$ cat config.mk
export PLATFORM = sky130hd
export DESIGN_NAME = key_event_power_control
export DESIGN_NICKNAME = d
export VERILOG_FILES = /design/src/key_event_power_pkg.sv /design/src/key_event_power_control.sv
export SDC_FILE = /design/constraint.sdc
export NUM_CORES = 1
export LEC_CHECK = 0
export BUFFER_PORTS_ARGS = -buffer_cell sky130_fd_sc_hd__buf_2
export CAP_MARGIN = 10
export CORE_AREA = 2 2 117 119
export DETAILED_ROUTE_END_ITERATION = 8
export DIE_AREA = 0 0 119 121
export GPL_ROUTABILITY_DRIVEN = 0
export PLACE_DENSITY = 0.62
export SLEW_MARGIN = 20
export SYNTH_ARGS = -nofsm -noshare
export SYNTH_HDL_FRONTEND = slang
export SYNTH_SLANG_ARGS = --single-unit
$ cat constraint.sdc
create_clock -name mclk -period 3.2 [get_ports mclk]
set_input_delay 0.16 -clock mclk [delete_from_list [all_inputs] [get_ports mclk]]
set_output_delay 0.16 -clock mclk [all_outputs]
set_load 0.05 [all_outputs]
$ cat src/key_event_power_pkg.sv
/*
  Constants, register map, field positions, timing and carrier types for the
  key event and power control register block.
  Assumes a 100 MHz controller clock and a byte-addressed register port.

  // What this block does
  // read-only 16-bit key pattern, fixed bit placement
  // pattern bit one while key judged pressed
  // key press sets press flag, may interrupt
  // key release sets release flag, may interrupt
  // held key sets repeat flag each interval
  // power key held two seconds sets flag
  // flags clear on written zero only
  // simultaneous presses give one press event
  // any held pattern change gives press event
  // releasing several held keys gives release event
  // multi-key release keeps previous pattern
  // summary bit mirrors flags, cleared by zero
  // long power press switches system on
  // host may switch system off
  // auto-power switch powers system at startup
  // power control bit, resets to on
  // off source select, resets to switch
  // sample every 10 ms, three agreeing samples
  // interrupt enables in control bits one..four
  // one-hot repeat interval 100..450 ms
  // interrupt is OR of enabled flags
*/
`default_nettype none

package key_event_power_pkg;

  localparam logic [7:0] ADDR_KEY_IRQ_CONTROL = 8'h60;
  localparam logic [7:0] ADDR_REPEAT_INTERVAL_SELECT = 8'h61;
  localparam logic [7:0] ADDR_KEY_EVENT_STATUS = 8'h62;
  localparam logic [7:0] ADDR_KEY_PATTERN = 8'h64;
  localparam logic [7:0] ADDR_SYSTEM_POWER_CONTROL = 8'h70;
  localparam logic [7:0] ADDR_POWER_OFF_SOURCE = 8'h71;
  localparam logic [7:0] ADDR_SHARED_EVENT_SUMMARY = 8'h90;

  // status flag and interrupt enable positions share one layout
  localparam int BIT_PRESS = 1;
  localparam int BIT_RELEASE = 2;
  localparam int BIT_REPEAT = 3;
  localparam int BIT_LONG_PRESS = 4;
  localparam int BIT_SUMMARY = 2;
  localparam int BIT_POWER_ON = 0;
  localparam int BIT_OFF_SOURCE = 0;
  localparam logic [7:0] KEY_FLAG_MASK = 8'h1E;
  localparam logic [7:0] KEY_CONTROL_MASK = 8'h3E;

  // key pattern placement
  localparam int PAT_CURSOR_LSB = 0;
  localparam int PAT_THIRD = 8;
  localparam int PAT_SECOND = 10;

  // raw sample vector placement
  localparam int RAW_CURSOR_WIDTH = 5;
  localparam int RAW_THIRD = 5;
  localparam int RAW_SECOND = 6;
  localparam int RAW_POWER = 7;

  localparam logic [7:0] KEY_IRQ_CONTROL_RESET = 8'h20;
  localparam logic [7:0] REPEAT_SELECT_RESET = 8'h01;
  localparam logic [7:0] KEY_STATUS_RESET = 8'h00;
  localparam logic [15:0] KEY_PATTERN_RESET = 16'h0000;
  localparam logic POWER_ON_RESET = 1'b1;
  localparam logic OFF_SOURCE_RESET = 1'b1;
  localparam logic OFF_SOURCE_HOST = 1'b0;

  localparam int CLOCK_MHZ = 100;
  localparam int SAMPLE_PERIOD_MS = 10;
  localparam int SAMPLE_CYCLES_DEFAULT = SAMPLE_PERIOD_MS * 1000 * CLOCK_MHZ;
  localparam int LONG_PRESS_MS = 2000;
  localparam logic [7:0] LONG_PRESS_TICKS = 8'(LONG_PRESS_MS / SAMPLE_PERIOD_MS);
  localparam int REPEAT_BASE_MS = 100;
  localparam int REPEAT_STEP_MS = 50;
  localparam int REPEAT_CHOICES = 8;

  typedef enum logic [1:0] {
    PWR_OFF = 2'b01,
    PWR_ON = 2'b10
  } power_state_e;

  typedef struct packed {
    logic [7:0] addr;
    logic [15:0] wdata;
    logic wr;
    logic rd;
  } reg_req_s;

  typedef struct packed {
    logic powerOn;
    logic thirdButton;
    logic secondButton;
    logic [4:0] cursorOrPowerSwitch;
  } keys_s;

endpackage : key_event_power_pkg

`default_nettype wire

$ cat src/key_event_power_control.sv
/*
  Key event and system power control register block: debounces the
  application keys and the power key, latches key events into write-zero
  flags, drives the key interrupt request and the system power state.
  Assumes key and dip inputs are synchronous to mclk and that the register
  master follows the one-cycle strobe protocol.
*/
`default_nettype none

module key_event_power_control
  import key_event_power_pkg::*;
#(
  parameter int SAMPLE_CYCLES = SAMPLE_CYCLES_DEFAULT
) (
  input wire logic mclk,
  input wire logic rst_n,
  input wire reg_req_s busReq,
  output logic [15:0] readData,
  input wire keys_s keys,
  input wire logic autoPowerDip,
  output logic systemPowerOn,
  output logic keyIrq
);

  // sample clock
  logic [31:0] tickCount;
  logic tick;

  // debounce history and accepted samples
  logic [7:0] rawKeys;
  logic [7:0] sampleA;
  logic [7:0] sampleB;
  logic [7:0] stableKeys;
  logic agree;

  // application key events
  logic [6:0] newApp;
  logic [6:0] oldApp;
  logic appChange;
  logic pressEvt;
  logic releaseEvt;
  logic multiHeld;
  logic keepPattern;
  logic [15:0] newPattern;

  // repeat and long press
  logic [5:0] repeatTicks;
  logic [5:0] repeatLimit;
  logic repeatEvt;
  logic [7:0] longTicks;
  logic longDone;
  logic longEvt;
  logic powerHeld;

  // registers
  logic [7:0] keyIrqControl;
  logic [7:0] repeatIntervalSelect;
  logic [7:0] keyEventStatus;
  logic [15:0] keyPattern;
  logic keySummaryFlag;
  logic offSourceSelect;
  power_state_e powerState;
  power_state_e next_powerState;
  logic startupDone;

  // decode
  logic wrControl;
  logic wrRepeat;
  logic wrStatus;
  logic wrPower;
  logic wrSource;
  logic wrSummary;
  logic [7:0] flagSet;
  logic [7:0] flagClear;
  logic [7:0] next_keyEventStatus;
  logic summaryClear;
  logic next_keySummaryFlag;
  logic [15:0] readMux;

  // interval in sample ticks for the lowest selected one-hot bit
  function automatic logic [5:0] repeat_ticks(input logic [7:0] sel);
    logic [5:0] result;
    result = 6'(REPEAT_BASE_MS / SAMPLE_PERIOD_MS);
    for (int i = REPEAT_CHOICES - 1; i >= 0; i--) begin
      if (sel[i]) begin
        result = 6'((REPEAT_BASE_MS + REPEAT_STEP_MS * i) / SAMPLE_PERIOD_MS);
      end
    end
    return result;
  endfunction : repeat_ticks

  // sample tick every SAMPLE_CYCLES clocks
  assign tick = (tickCount == 32'(SAMPLE_CYCLES - 1));

  always_ff @(posedge mclk) begin
    if (!rst_n) begin
      tickCount <= '0;
    end else if (tick) begin
      tickCount <= '0;
    end else begin
      tickCount <= tickCount + 32'h00000001;
    end
  end

  assign rawKeys = {keys.powerOn, keys.secondButton, keys.thirdButton, keys.cursorOrPowerSwitch};

  // a new value is accepted only when the current and two previous samples match
  assign agree = tick && (rawKeys == sampleA) && (sampleA == sampleB);

  always_ff @(posedge mclk) begin
    if (!rst_n) begin
      sampleA <= '0;
      sampleB <= '0;
      stableKeys <= '0;
    end else begin
      if (tick) begin
        sampleA <= rawKeys;
        sampleB <= sampleA;
      end
      if (agree) begin
        stableKeys <= rawKeys;
      end
    end
  end

  assign newApp = rawKeys[6:0];
  assign oldApp = stableKeys[6:0];
  assign appChange = agree && (newApp != oldApp);
  // one event covers however many keys changed in the same sample
  assign pressEvt = appChange && (newApp != 7'h00);
  assign releaseEvt = appChange && ((oldApp & ~newApp) != 7'h00);
  assign multiHeld = (oldApp & (oldApp - 7'h01)) != 7'h00;
  // a single key release clears its bit; a multi-key release to nothing keeps the pattern
  assign keepPattern = (newApp == 7'h00) && multiHeld;

  always_comb begin
    newPattern = KEY_PATTERN_RESET;
    newPattern[PAT_CURSOR_LSB +: RAW_CURSOR_WIDTH] = newApp[RAW_CURSOR_WIDTH-1:0];
    newPattern[PAT_THIRD] = newApp[RAW_THIRD];
    newPattern[PAT_SECOND] = newApp[RAW_SECOND];
  end

  always_ff @(posedge mclk) begin
    if (!rst_n) begin
      keyPattern <= KEY_PATTERN_RESET;
    end else if (appChange && !keepPattern) begin
      keyPattern <= newPattern;
    end
  end

  // auto repeat counts sample ticks while the same pattern stays held
  assign repeatLimit = repeat_ticks(repeatIntervalSelect);
  assign repeatEvt = tick && !appChange && (oldApp != 7'h00) && (repeatTicks == repeatLimit - 6'h01);

  always_ff @(posedge mclk) begin
    if (!rst_n) begin
      repeatTicks <= '0;
    end else if (appChange || (oldApp == 7'h00) || repeatEvt) begin
      repeatTicks <= '0;
    end else if (tick) begin
      repeatTicks <= repeatTicks + 6'h01;
    end
  end

  // long press fires once per hold of the debounced power key
  assign powerHeld = stableKeys[RAW_POWER];
  assign longEvt = tick && powerHeld && !longDone && (longTicks == LONG_PRESS_TICKS - 8'h01);

  always_ff @(posedge mclk) begin
    if (!rst_n) begin
      longTicks <= '0;
      longDone <= 1'b0;
    end else if (!powerHeld) begin
      longTicks <= '0;
      longDone <= 1'b0;
    end else if (longEvt) begin
      longDone <= 1'b1;
    end else if (tick && !longDone) begin
      longTicks <= longTicks + 8'h01;
    end
  end

  // register write decode
  assign wrControl = busReq.wr && (busReq.addr == ADDR_KEY_IRQ_CONTROL);
  assign wrRepeat = busReq.wr && (busReq.addr == ADDR_REPEAT_INTERVAL_SELECT);
  assign wrStatus = busReq.wr && (busReq.addr == ADDR_KEY_EVENT_STATUS);
  assign wrPower = busReq.wr && (busReq.addr == ADDR_SYSTEM_POWER_CONTROL);
  assign wrSource = busReq.wr && (busReq.addr == ADDR_POWER_OFF_SOURCE);
  assign wrSummary = busReq.wr && (busReq.addr == ADDR_SHARED_EVENT_SUMMARY);

  always_comb begin
    flagSet = 8'h00;
    flagSet[BIT_PRESS] = pressEvt;
    flagSet[BIT_RELEASE] = releaseEvt;
    flagSet[BIT_REPEAT] = repeatEvt;
    flagSet[BIT_LONG_PRESS] = longEvt;
  end

  // only a written zero over a set flag clears it; a new event in that cycle wins
  assign flagClear = wrStatus ? (~busReq.wdata[7:0] & keyEventStatus) : 8'h00;
  assign next_keyEventStatus = ((keyEventStatus & ~flagClear) | flagSet) & KEY_FLAG_MASK;

  assign summaryClear = wrSummary && !busReq.wdata[BIT_SUMMARY] && keySummaryFlag;
  // summary cannot drop while any key flag stays set
  assign next_keySummaryFlag = (|next_keyEventStatus) | (keySummaryFlag & ~summaryClear);

  always_ff @(posedge mclk) begin
    if (!rst_n) begin
      keyEventStatus <= KEY_STATUS_RESET;
      keySummaryFlag <= 1'b0;
    end else begin
      keyEventStatus <= next_keyEventStatus;
      keySummaryFlag <= next_keySummaryFlag;
    end
  end

  always_ff @(posedge mclk) begin
    if (!rst_n) begin
      keyIrqControl <= KEY_IRQ_CONTROL_RESET;
      repeatIntervalSelect <= REPEAT_SELECT_RESET;
      offSourceSelect <= OFF_SOURCE_RESET;
    end else begin
      if (wrControl) begin
        keyIrqControl <= busReq.wdata[7:0] & KEY_CONTROL_MASK;
      end
      if (wrRepeat) begin
        repeatIntervalSelect <= busReq.wdata[7:0];
      end
      if (wrSource) begin
        offSourceSelect <= busReq.wdata[BIT_OFF_SOURCE];
      end
    end
  end

  // power state: while on, host writes take priority over a long press in the same cycle
  always_comb begin
    next_powerState = powerState;
    case (powerState)
      PWR_OFF: begin
        if (!startupDone && autoPowerDip) begin
          next_powerState = PWR_ON;
        end else if (wrPower && busReq.wdata[BIT_POWER_ON]) begin
          next_powerState = PWR_ON;
        end else if (longEvt) begin
          next_powerState = PWR_ON;
        end
      end
      PWR_ON: begin
        if (wrPower) begin
          if (!busReq.wdata[BIT_POWER_ON] && (offSourceSelect == OFF_SOURCE_HOST)) begin
            next_powerState = PWR_OFF;
          end
        end else if (longEvt && (offSourceSelect != OFF_SOURCE_HOST)) begin
          next_powerState = PWR_OFF;
        end
      end
      default: begin
        next_powerState = PWR_ON;
      end
    endcase
  end

  always_ff @(posedge mclk) begin
    if (!rst_n) begin
      powerState <= POWER_ON_RESET ? PWR_ON : PWR_OFF;
      startupDone <= 1'b0;
    end else begin
      powerState <= next_powerState;
      startupDone <= 1'b1;
    end
  end

  assign systemPowerOn = (powerState == PWR_ON);

  // read multiplexer; unmapped addresses and reserved bits read zero
  assign readMux =
    (busReq.addr == ADDR_KEY_IRQ_CONTROL) ? {8'h00, keyIrqControl} :
    (busReq.addr == ADDR_REPEAT_INTERVAL_SELECT) ? {8'h00, repeatIntervalSelect} :
    (busReq.addr == ADDR_KEY_EVENT_STATUS) ? {8'h00, keyEventStatus} :
    (busReq.addr == ADDR_KEY_PATTERN) ? keyPattern :
    (busReq.addr == ADDR_SYSTEM_POWER_CONTROL) ? {15'h0000, systemPowerOn} :
    (busReq.addr == ADDR_POWER_OFF_SOURCE) ? {15'h0000, offSourceSelect} :
    (busReq.addr == ADDR_SHARED_EVENT_SUMMARY) ? 16'(keySummaryFlag) << BIT_SUMMARY :
    16'h0000;

  always_ff @(posedge mclk) begin
    if (!rst_n) begin
      readData <= 16'h0000;
      keyIrq <= 1'b0;
    end else begin
      readData <= busReq.rd ? readMux : 16'h0000;
      // request holds while any enabled flag stays set
      keyIrq <= |(keyEventStatus & keyIrqControl & KEY_FLAG_MASK);
    end
  end

endmodule : key_event_power_control

`default_nettype wire

==> results of run 1 <==
[cell families after synthesis]
family,after synthesis
simple gates,293
buf+inv,54
compound gates,106
mux,12
xor+xnor,41
fa+ha+maj,11
flops,111
other cells,1
[where the power goes]
group | internal [mW] | total, mW | switching (mW)
sequential | 1.38 | 1.39 | 0.00331
combinational | 0.0295 | 0.102 | 0.0729
clock | 0.738 | 1.26 | 0.519
total | 2.15 | 2.75 | 0.595
[worst min-delay path by stage]
stage                         start                                    to  cells past startpoint
after floorplan               rst_n                   startupDone$_DFF_P_                      0
after global placement    busReq[7]         keyIrqControl[5]$_SDFFE_PN1P_                      3
after detailed placement  busReq[7]         keyIrqControl[5]$_SDFFE_PN1P_                      3
after CTS                 busReq[7]         keyIrqControl[5]$_SDFFE_PN1P_                      3
after global routing      busReq[8]  repeatIntervalSelect[6]$_SDFFE_PN0P_                      3
final                     busReq[7]         keyIrqControl[5]$_SDFFE_PN1P_                      3
[through the flow]
stage / cell area, sq um / utilization, % / power [mW] / hold slack (ns) / std cells
global route: 5900 / 45.1 / 2.85 / 0.0715 / 845
floorplan: 5200 / - / 1.48 / 0.188 / 634
detailed placement: 5560 / 42.5 / 1.52 / 0.418 / 829
CTS: 5900 / 45.1 / 2.78 / 0.0470 / 845
finish: 5900 / 45.1 / 2.75 / 0.0644 / 845
global placement: 5560 / 42.5 / 1.52 / 0.425 / 829
[state kept, by name (all words and copies together), names as in the netlist]
register	count
powerState	2
tickCount	32
repeatTicks	6
keyPattern	7
repeatIntervalSelect	8
longTicks	8
sampleA	8
keyIrqControl	5
longDone	1
readData	10
keySummaryFlag	1
stableKeys	8
startupDone	1
offSourceSelect	1
keyEventStatus	4
keyIrq	1
sampleB	8
[layer usage]
metal	vias up	wire length, um
met4	0	227
met5	-	0
met2	100	5360
li1	2289	-
met3	19	547
met1	2112	5610
[critical path: stages, from the launching register on]
cell	delay, ns
dfxtp_1	0.44
nand2b_1	0.14
a21oi_1	0.06
o31ai_1	0.42
ha_1	0.32
xnor2_1	0.13
nor3_1	0.26
nand3b_1	0.10
nor3_1	0.51
nor3_1	0.13
[cells in the final DEF (no fill, tap or decap), drive strengths merged, types with 3 or more instances in the layout]
cell,n
nor4bb,3
xnor2,21
o22ai,8
conb,6
xor2,20
ha,11
nor4,10
nand4,19
a22oi,11
inv,26
nor2,68
a21oi,52
nand2,72
nor3,36
buf,50
o21ai,15
or3,6
and2,6
clkbuf,11
nand2b,6
mux2i,12
and3,23
nand3,26
and4,4
dfxtp,111
nor4b,3
[layout make-up]
type | count | area [sq um] | share of cell area, %
Clock buffer | 11 | 253 | 4.28
Clock inverter | 5 | 86.3 | 1.46
Inverter | 23 | 86.3 | 1.46
Multi-Input combinational cell | 469 | 2760 | 46.7
Sequential cell | 111 | 2220 | 37.7
Tap cell | 176 | 220 | 3.73
Timing Repair Buffer | 50 | 275 | 4.67
==> metrics.yaml, run 1 <==
outcome: "finished, final reports clean"
synth_common_cells: "111 x dfxtp_1, 72 x nand2_1, 68 x nor2_1"
vias: 4520
initial_utilization_pct: 39.6
cp_max_fo: 8
grt_setup_unrepaired: "false"
antenna_cells: 0
synth_area_sq_um: 5180
use_met2_pct: 28.1
insertion_delay_ns: 0.36
synthTopCellsByArea: "dfxtp_1 43%, nand2_1 5.2%, a21oi_1 5.0%, nor2_1 4.9%, xnor2_1 3.5%"
netlist_instances: 629
powerDensity_nw_per_um2: 466
setup-violations-final: 0
period_minus_slack_ns: 2.66
synthXorXnorAreaFrac_pct: 6.93
reg2regPathDepth: 9
drtIter0Drc: 280
synth_top_cell_area_share_pct: 42.9
wl_per_cell_um: 13.9
vdd_drop_max_mv: 0.266
finalNetCount: 712
worstPathArrival_ns: 2.87
synth_fa_ha_area_share_pct: 2.65
fin_skew_ns: 0.0109
cap_violations: 0
cts_sinks: 111
synthArstFlopShare_pct: 0
io_buffer_count: 40
htree_levels: 3
ys_seq_elements: 111
area_delta_synth_final_pct: 13.8
startpoint_type: "flip-flop"
max-slew-margin-rel_pct: 44.0
fin_ws_ns: 0.544
cp.required_ns: 3.41
ys_types: 53
path_clk_slew_ns: 0.07
synth_area_leader_cell: "dfxtp_1"
ys_warn_count: 0
post_cts_buffers: 0
grtUsageMet1_pct: 21.1
cts_buffers: 9
slew_viol_final: 0
synth_top_family_by_area: "simple AND/OR/NAND/NOR gates"
firstDrtPassIters: 5
critPathCaptureType: "flip-flop"
via_per_inst: 5.35
worstSetupPathType: "reg -> reg"
r2r-end: "repeatTicks[5]$_SDFFE_PP0P_"
drcViolationCount: 0
grt_max_degree: 33
row_count: 42
drive_above_1_share_pct: 11.1
grt-ovfl-total: 0
post_synth.cell_area_avg_sq_um: 8.24
dp_hpwl_um: 8620
synth_compound_area_share_pct: 12.6
grt_pass1_vias: 4254
r2r_setup_slack_ns: 0.54
ios: 55
post_cts_resized: 0
critical_path.reg2reg.startpoint: "repeatIntervalSelect[6]$_SDFFE_PN0P_"
yosysSeqAreaShare_pct: 42.9
die_h_um: 121
grt_pass1_wl_um: 19700
synth_simple_gate_area_share_pct: 28.2
finalWirelength_um: 11700
worst_pin_slew_ns: 0.828
hold_path_class: "in -> reg"
dieWidth_um: 119
setup_tns_ns: 0
cts_root_buffer: "clkbuf_16"
critPathCapture: "repeatTicks[5]$_SDFFE_PP0P_"
coreArea_sq_um: 13100
antenna_found_initial: 0
p_leak_nw: 2.14
n_fill_cell: 1294
ys.flop_type: "dfxtp_1"
grtUsageMet3_pct: 4.84
cts_tree: "done"
hold_buffers: 0
dp_slack_ns: 0.553
finalCritPeriodShare_pct: 83.0
top_usage_layer: "met2"
fmax_ghz: 0.377
startpoint: "repeatIntervalSelect[6]$_SDFFE_PN0P_"
synth_edf_count: 0
cts_max_path_buffers: 2
die-area_sq_um: 14400
muxShareOfSynthArea_pct: 2.32
yosysMostFrequentCell: "dfxtp_1"
ant_nets: 0
finalHoldViolations: 0
track_usage_pct: 17.0
Power figures use the tool's default switching activity.
==> inputs of run 2 (changes only) <==
--- a/config.mk
+++ b/config.mk
@@ -11,7 +11,7 @@
 export DETAILED_ROUTE_END_ITERATION = 8
 export DIE_AREA = 0 0 119 121
 export GPL_ROUTABILITY_DRIVEN = 0
-export PLACE_DENSITY = 0.62
+export PLACE_DENSITY = 0.65
 export SLEW_MARGIN = 20
 export SYNTH_ARGS = -nofsm -noshare
 export SYNTH_HDL_FRONTEND = slang
==> constraint.sdc (replaced) <==
create_clock -name mclk -period 2.2 [get_ports mclk]
set_input_delay 0.11 -clock mclk [delete_from_list [all_inputs] [get_ports mclk]]
set_output_delay 0.11 -clock mclk [all_outputs]
set_load 0.05 [all_outputs]
==> metrics.yaml, run 2 (same netlist as run 1, synthesis figures left out) <==
outcome: "finished, final reports clean"
hold_depth: 3
cts_sinks: 111
worstPathArrival_ns: 2.43
ios: 55
placed_cells: 853
finalHoldViolations: 0
final_cell_mix: "95 x dfxtp_1, 72 x nand2_1, 66 x nor2_1"
grt_pass1_vias: 4363
track_usage_pct: 17.2
htree_levels: 3
cts_tree: "done"
cts_root_buffer: "clkbuf_16"
largest_register_ffs: 32
firstDrtPassIters: 5
cp_max_fo: 6
via_per_inst: 5.41
slew_viol_final: 0
regMostFlops: "tickCount"
drive_above_1_share_pct: 22.1
vias: 4725
antenna_cells: 0
fmax_ghz: 0.466
initial_utilization_pct: 39.6
drtIter0Drc: 380
drcViolationCount: 0
row_count: 42
cp.required_ns: 2.49
fin_util_pct: 48.8
die_h_um: 121
cts_max_path_buffers: 2
critPathCaptureType: "flip-flop"
crit_slowest_cell: "or4_4"
cap_violations: 0
p_leak_nw: 2.32
grt-ovfl-total: 0
ant_nets: 0
startpoint_type: "flip-flop"
layout_commonest_cell: "dfxtp_1"
setup_tns_ns: 0
reg2regPathDepth: 6
worst_pin_slew_ns: 0.503
finalWirelength_um: 12700
powerDensity_nw_per_um2: 605
fin_cells: 874
vdd_drop_max_mv: 0.348
antenna_found_initial: 0
path_clk_slew_ns: 0.07
n_fill_cell: 1231
reg.largest.list: "tickCount x32, readData x10"
cts_buffers: 9
holdWs_ns: 0.0166
max-slew-margin-rel_pct: 66.0
path_cells: "or4_4, a2111oi_4, mux2i_1, a2bb2oi_2, or3_4, o22ai_2"
grt_setup_unrepaired: "true"
cp_slowest_stage_delay_ns: 0.58
wl_per_cell_um: 14.5
insertion_delay_ns: 0.36
finalNetCount: 741
hold_path_class: "in -> reg"
area_delta_synth_final_pct: 23.0
io_buffer_count: 40
worstSetupPathType: "reg -> reg"
finalCritPeriodShare_pct: 97.5
coreArea_sq_um: 13100
grt_max_degree: 31
die-area_sq_um: 14400
setup-violations-final: 0
fin_skew_ns: 0.00762
period_minus_slack_ns: 2.14
dieWidth_um: 119
dp_hpwl_um: 9080
grt_pass1_wl_um: 20200
-- run 2: changes by cell type in the layout (fill, tap and decap cells not counted), moves of 4 or more --
cell / change
buf_4: +24
dfxtp_1: -16
dfxtp_2: +12
nor3_1: -11
nor3_2: +10
dfxtp_4: +4
-- run 2: area by class of cell --
| type | count | area [sq um] | area share, % |
|---|---|---|---|
| clock inverters | 6 | 68.8 | 1.08 |
| inverters | 23 | 86.3 | 1.35 |
| flip-flops and latches | 111 | 2250 | 35.3 |
| well taps | 176 | 220 | 3.45 |
| repair buffers | 79 | 519 | 8.14 |
| multi-input cells | 469 | 2990 | 46.9 |
| clock buffers | 10 | 239 | 3.75 |
-- run 2: path summary, 6_finish.rpt --
| path | endpoint | startpoint | slack (ns) |
|---|---|---|---|
| worst min register to register | sampleB[1]$_SDFFE_PN0P_ | sampleB[1]$_SDFFE_PN0P_ | 0.47 |
| worst max register to register | keyEventStatus[3]$_SDFF_PN0_ | repeatIntervalSelect[0]$_SDFFE_PN1P_ | 0.06 |
| worst min-delay path | repeatIntervalSelect[5]$_SDFFE_PN0P_ | busReq[7] | 0.02 |
| worst max-delay path | keyEventStatus[3]$_SDFF_PN0_ | repeatIntervalSelect[0]$_SDFFE_PN1P_ | 0.06 |
-- run 2: metrics by stage --
stage | instance area (sq um) | setup WS, ns | power (mW)
6_report | 6380 | 0.0557 | 3.86
5_1_grt | 6380 | -0.0224 | 3.99
4_1_cts | 6110 | 0.00680 | 3.89
3_5_place_dp | 5750 | -0.0838 | 2.22
3_3_place_gp | 5750 | 0.00270 | 2.22
2_1_floorplan | 5210 | -0.0107 | 2.16
-- run 2: report_power, final --
| group | internal [mW] | switching [mW] |
|---|---|---|
| clock network | 0.921 | 0.764 |
| registers | 2.01 | 0.00474 |
| logic | 0.0509 | 0.109 |
-- run 2: repair_timing --
action / 4_1_cts / 5_1_grt
hold endpoints to repair: 1 / 0
hold buffers: 1 / 0
resized for setup: 15 / 55
endpoints found under the setup margin: 8 / 24
buffers inserted: 0 / 4
pin swaps: 2 / 9
-- run 2: per-layer routing --
layer,wire length [um],GRT usage (%),vias to the layer above
li1,-,-,2333
met1,5720,21.9,2238
met2,6070,28.4,128
met3,596,3.01,26
met4,321,8.11,0
met5,0,0,-
-- run 2: worst max-delay path: cells and delay by family (launching register included) --
family / cells / cell delay (ns)
mux: 1 / 0.13
compound gates: 3 / 0.64
simple gates: 2 / 0.94
flops: 1 / 0.37
==> inputs of run 3 (changes only) <==
--- a/config.mk
+++ b/config.mk
@@ -5,13 +5,14 @@
 export SDC_FILE = /design/constraint.sdc
 export NUM_CORES = 1
 export LEC_CHECK = 0
+export ABC_AREA = 1
 export BUFFER_PORTS_ARGS = -buffer_cell sky130_fd_sc_hd__buf_2
 export CAP_MARGIN = 10
-export CORE_AREA = 2 2 117 119
+export CORE_AREA = 2 2 125 127
 export DETAILED_ROUTE_END_ITERATION = 8
-export DIE_AREA = 0 0 119 121
+export DIE_AREA = 0 0 127 129
 export GPL_ROUTABILITY_DRIVEN = 0
-export PLACE_DENSITY = 0.65
+export PLACE_DENSITY = 0.64
 export SLEW_MARGIN = 20
 export SYNTH_ARGS = -nofsm -noshare
 export SYNTH_HDL_FRONTEND = slang
==> metrics.yaml, run 3 <==
vias: 5539
layout_commonest_cell: "nand2_1"
finalHoldViolations: 0
placed_cell_area_sq_um: 6350
power.share.combinational_pct: 5.7
holdWs_ns: 0.0305
die-area_sq_um: 16400
vdd_drop_max_mv: 0.430
cp.required_ns: 2.49
p_int_mw: 2.89
netlist_instances: 875
hold_path_class: "in -> reg"
postLayoutCellArea_sq_um: 6690
critPathCaptureType: "flip-flop"
finalCritPeriodShare_pct: 91.0
path_clk_slew_ns: 0.08
cts_buffers: 9
ant_nets: 0
drive_above_1_share_pct: 12.2
clkPwrFrac_pct: 42.3
antenna_cells: 0
path_delay_family: "simple AND/OR/NAND/NOR gates"
die_h_um: 129
setup-violations-final: 0
grt_max_degree: 26
ys.flop_type: "dfxtp_1"
cap_violations: 0
fin_skew_ns: 0.0107
largest_register_ffs: 32
drtIter0Drc: 317
grtUsageMet3_pct: 2.33
r2r_setup_slack_ns: 0.20
regMostFlops: "tickCount"
n_fill_cell: 1575
setup_tns_ns: 0
cts_max_path_buffers: 2
firstDrtPassIters: 5
dp_hpwl_um: 10400
fin_ws_ns: 0.199
htree_levels: 3
ys_seq_elements: 111
ys_warn_count: 0
row_count: 45
p_switching_mw: 1.00
dieWidth_um: 127
synth_area_leader_cell: "dfxtp_1"
cp_max_fo: 8
synthTopCellsByArea: "dfxtp_1 37%, nand2_1 11%, inv_1 7.8%, nor2_1 6.4%, a21oi_1 5.9%"
drcViolationCount: 0
switching_share_pct: 25.8
slew_viol_final: 0
ios: 55
insertion_delay_ns: 0.36
startpoint_type: "flip-flop"
ys_types: 47
via_per_inst: 4.97
pwr-share-seq_pct: 52.0
reg.largest.list: "tickCount x32, readData x10"
cp_slowest_stage_delay_ns: 0.37
worstPathArrival_ns: 2.29
post_synth.cell_area_avg_sq_um: 6.79
cts_sinks: 111
track_usage_pct: 17.4
synth_edf_count: 0
synth_top_cell_area_share_pct: 37.4
cts_root_buffer: "clkbuf_16"
outcome: "finished, final reports clean"
yosysMostFrequentCell: "nand2_1"
grt-ovfl-total: 0
grt_pass1_vias: 5030
use_met2_pct: 27.4
critPathBufInv: 2
antenna_found_initial: 0
area_delta_synth_final_pct: 12.7
grtUsageMet1_pct: 24.4
finalWirelength_um: 13700
path_cells: "ha_1, nand2_1, inv_1, nand2_1, or2_0, nor2_1, nand2_1, nor2_1, nand4_2, inv_2, nand2_1, a21oi_1"
fmax_ghz: 0.500
grt_pass1_wl_um: 23200
initial_utilization_pct: 39.6
top_usage_layer: "met2"
dp_slack_ns: 0.164
coreArea_sq_um: 15000
worstSetupPathType: "reg -> reg"
cts_tree: "done"
synthArstFlopShare_pct: 0
io_buffer_count: 40
final_cell_mix: "173 x nand2_1, 122 x inv_1, 109 x dfxtp_1"
synth_common_cells: "173 x nand2_1, 124 x inv_1, 111 x dfxtp_1"
period_minus_slack_ns: 2.00
worst_path_most_repeated_cell: "nand2_1"
yosysSeqAreaShare_pct: 37.4
powerDensity_nw_per_um2: 582
synth_area_sq_um: 5940
grt_setup_unrepaired: "false"
crit_slowest_cell: "dfxtp_1"
finalNetCount: 969
wl_per_cell_um: 12.3
p_leak_nw: 2.75
==> run 3: cell types whose count changed in the layout (fill, tap and decap cells not counted), moves of 11 or more <==
cell     before  now
buf_4        34   10
inv_1        23  122
xnor2_1      20    8
o21ai_0      13   60
nor2_1       66  100
mux2i_1      11    0
nand2_1      72  173
a21oi_1      49   70
dfxtp_1      95  109
nand3_1      25   47
and3_1       23    1
==> run 3: layout make-up <==
cell class              count  area [sq um]  area share [%]
clock buffers               9           225            3.37
clock inverters             7          70.1            1.05
inverters                 132           495            7.41
multi-input cells         616          3150            47.1
flip-flops and latches    111          2220            33.3
well taps                 188           235            3.52
repair buffers             51           285            4.26
==> run 3: what timing repair did <==
| item | 4_1_cts | 5_1_grt |
|---|---|---|
| hold buffers | 1 | 0 |
| buffers inserted | 0 | 0 |
| hold endpoints to repair | 1 | 0 |
| setup endpoints to repair | 0 | 20 |
| gates resized for setup | 0 | 11 |
==> run 3: worst paths after layout <==
check,startpoint,to,depth (start not counted)
setup / recovery,tickCount[0]$_SDFF_PP0_,keyPattern[1]$_SDFFE_PN0P_,12
setup reg to reg,tickCount[0]$_SDFF_PP0_,keyPattern[1]$_SDFFE_PN0P_,12
hold / removal,busReq[2],repeatIntervalSelect[0]$_SDFFE_PN1P_,3
hold reg to reg,keyPattern[8]$_SDFFE_PN0P_,readData[8]$_SDFF_PP0_,2
==> run 3: cell families after synthesis <==
family / count (synthesis) / synth area share, %
AOI/OAI and AO/OA: 150 / 13.5
xor gates and xnor gates: 26 / 3.83
adders and majority gates: 11 / 2.32
buffers and inverters: 153 / 10.3
DFF: 111 / 37.4
other: 1 / 0.0632
and+or+nand+nor: 423 / 32.6
==> run 3: per-stage QoR <==
step	power, mW	std cells	utilization [%]
finish	3.90	1114	44.7
global route	4.05	1114	44.7
CTS	3.94	1114	44.4
detailed placement	2.29	1097	42.4
global placement	2.29	1097	42.4
floorplan	2.22	880	-
==> run 3: worst reg2reg max path, delay by kind of cell, from the launching register on <==
family	cells	cell delay (ns)
AO/OA/AOI/OAI	1	0.13
adder cells (fa/ha/maj)	1	0.18
buffers and inverters	2	0.26
flip-flops	1	0.37
AND/OR/NAND/NOR	8	1.00
==> run 3: power groups by stage <==
stage	clock network (mW)	registers [mW]	logic, mW
after floorplan	0	2.07	0.151
after global placement	0	2.07	0.218
after detailed placement	0	2.07	0.221
after CTS	1.70	2.03	0.222
after global routing	1.77	2.03	0.247
final	1.65	2.03	0.221
==> run 3: per-layer routing <==
| metal | vias to the layer above | wire (um) |
|---|---|---|
| li1 | 2928 | - |
| met5 | - | 0 |
| met3 | 18 | 513 |
| met1 | 2501 | 6730 |
| met4 | 0 | 272 |
| met2 | 92 | 6170 |
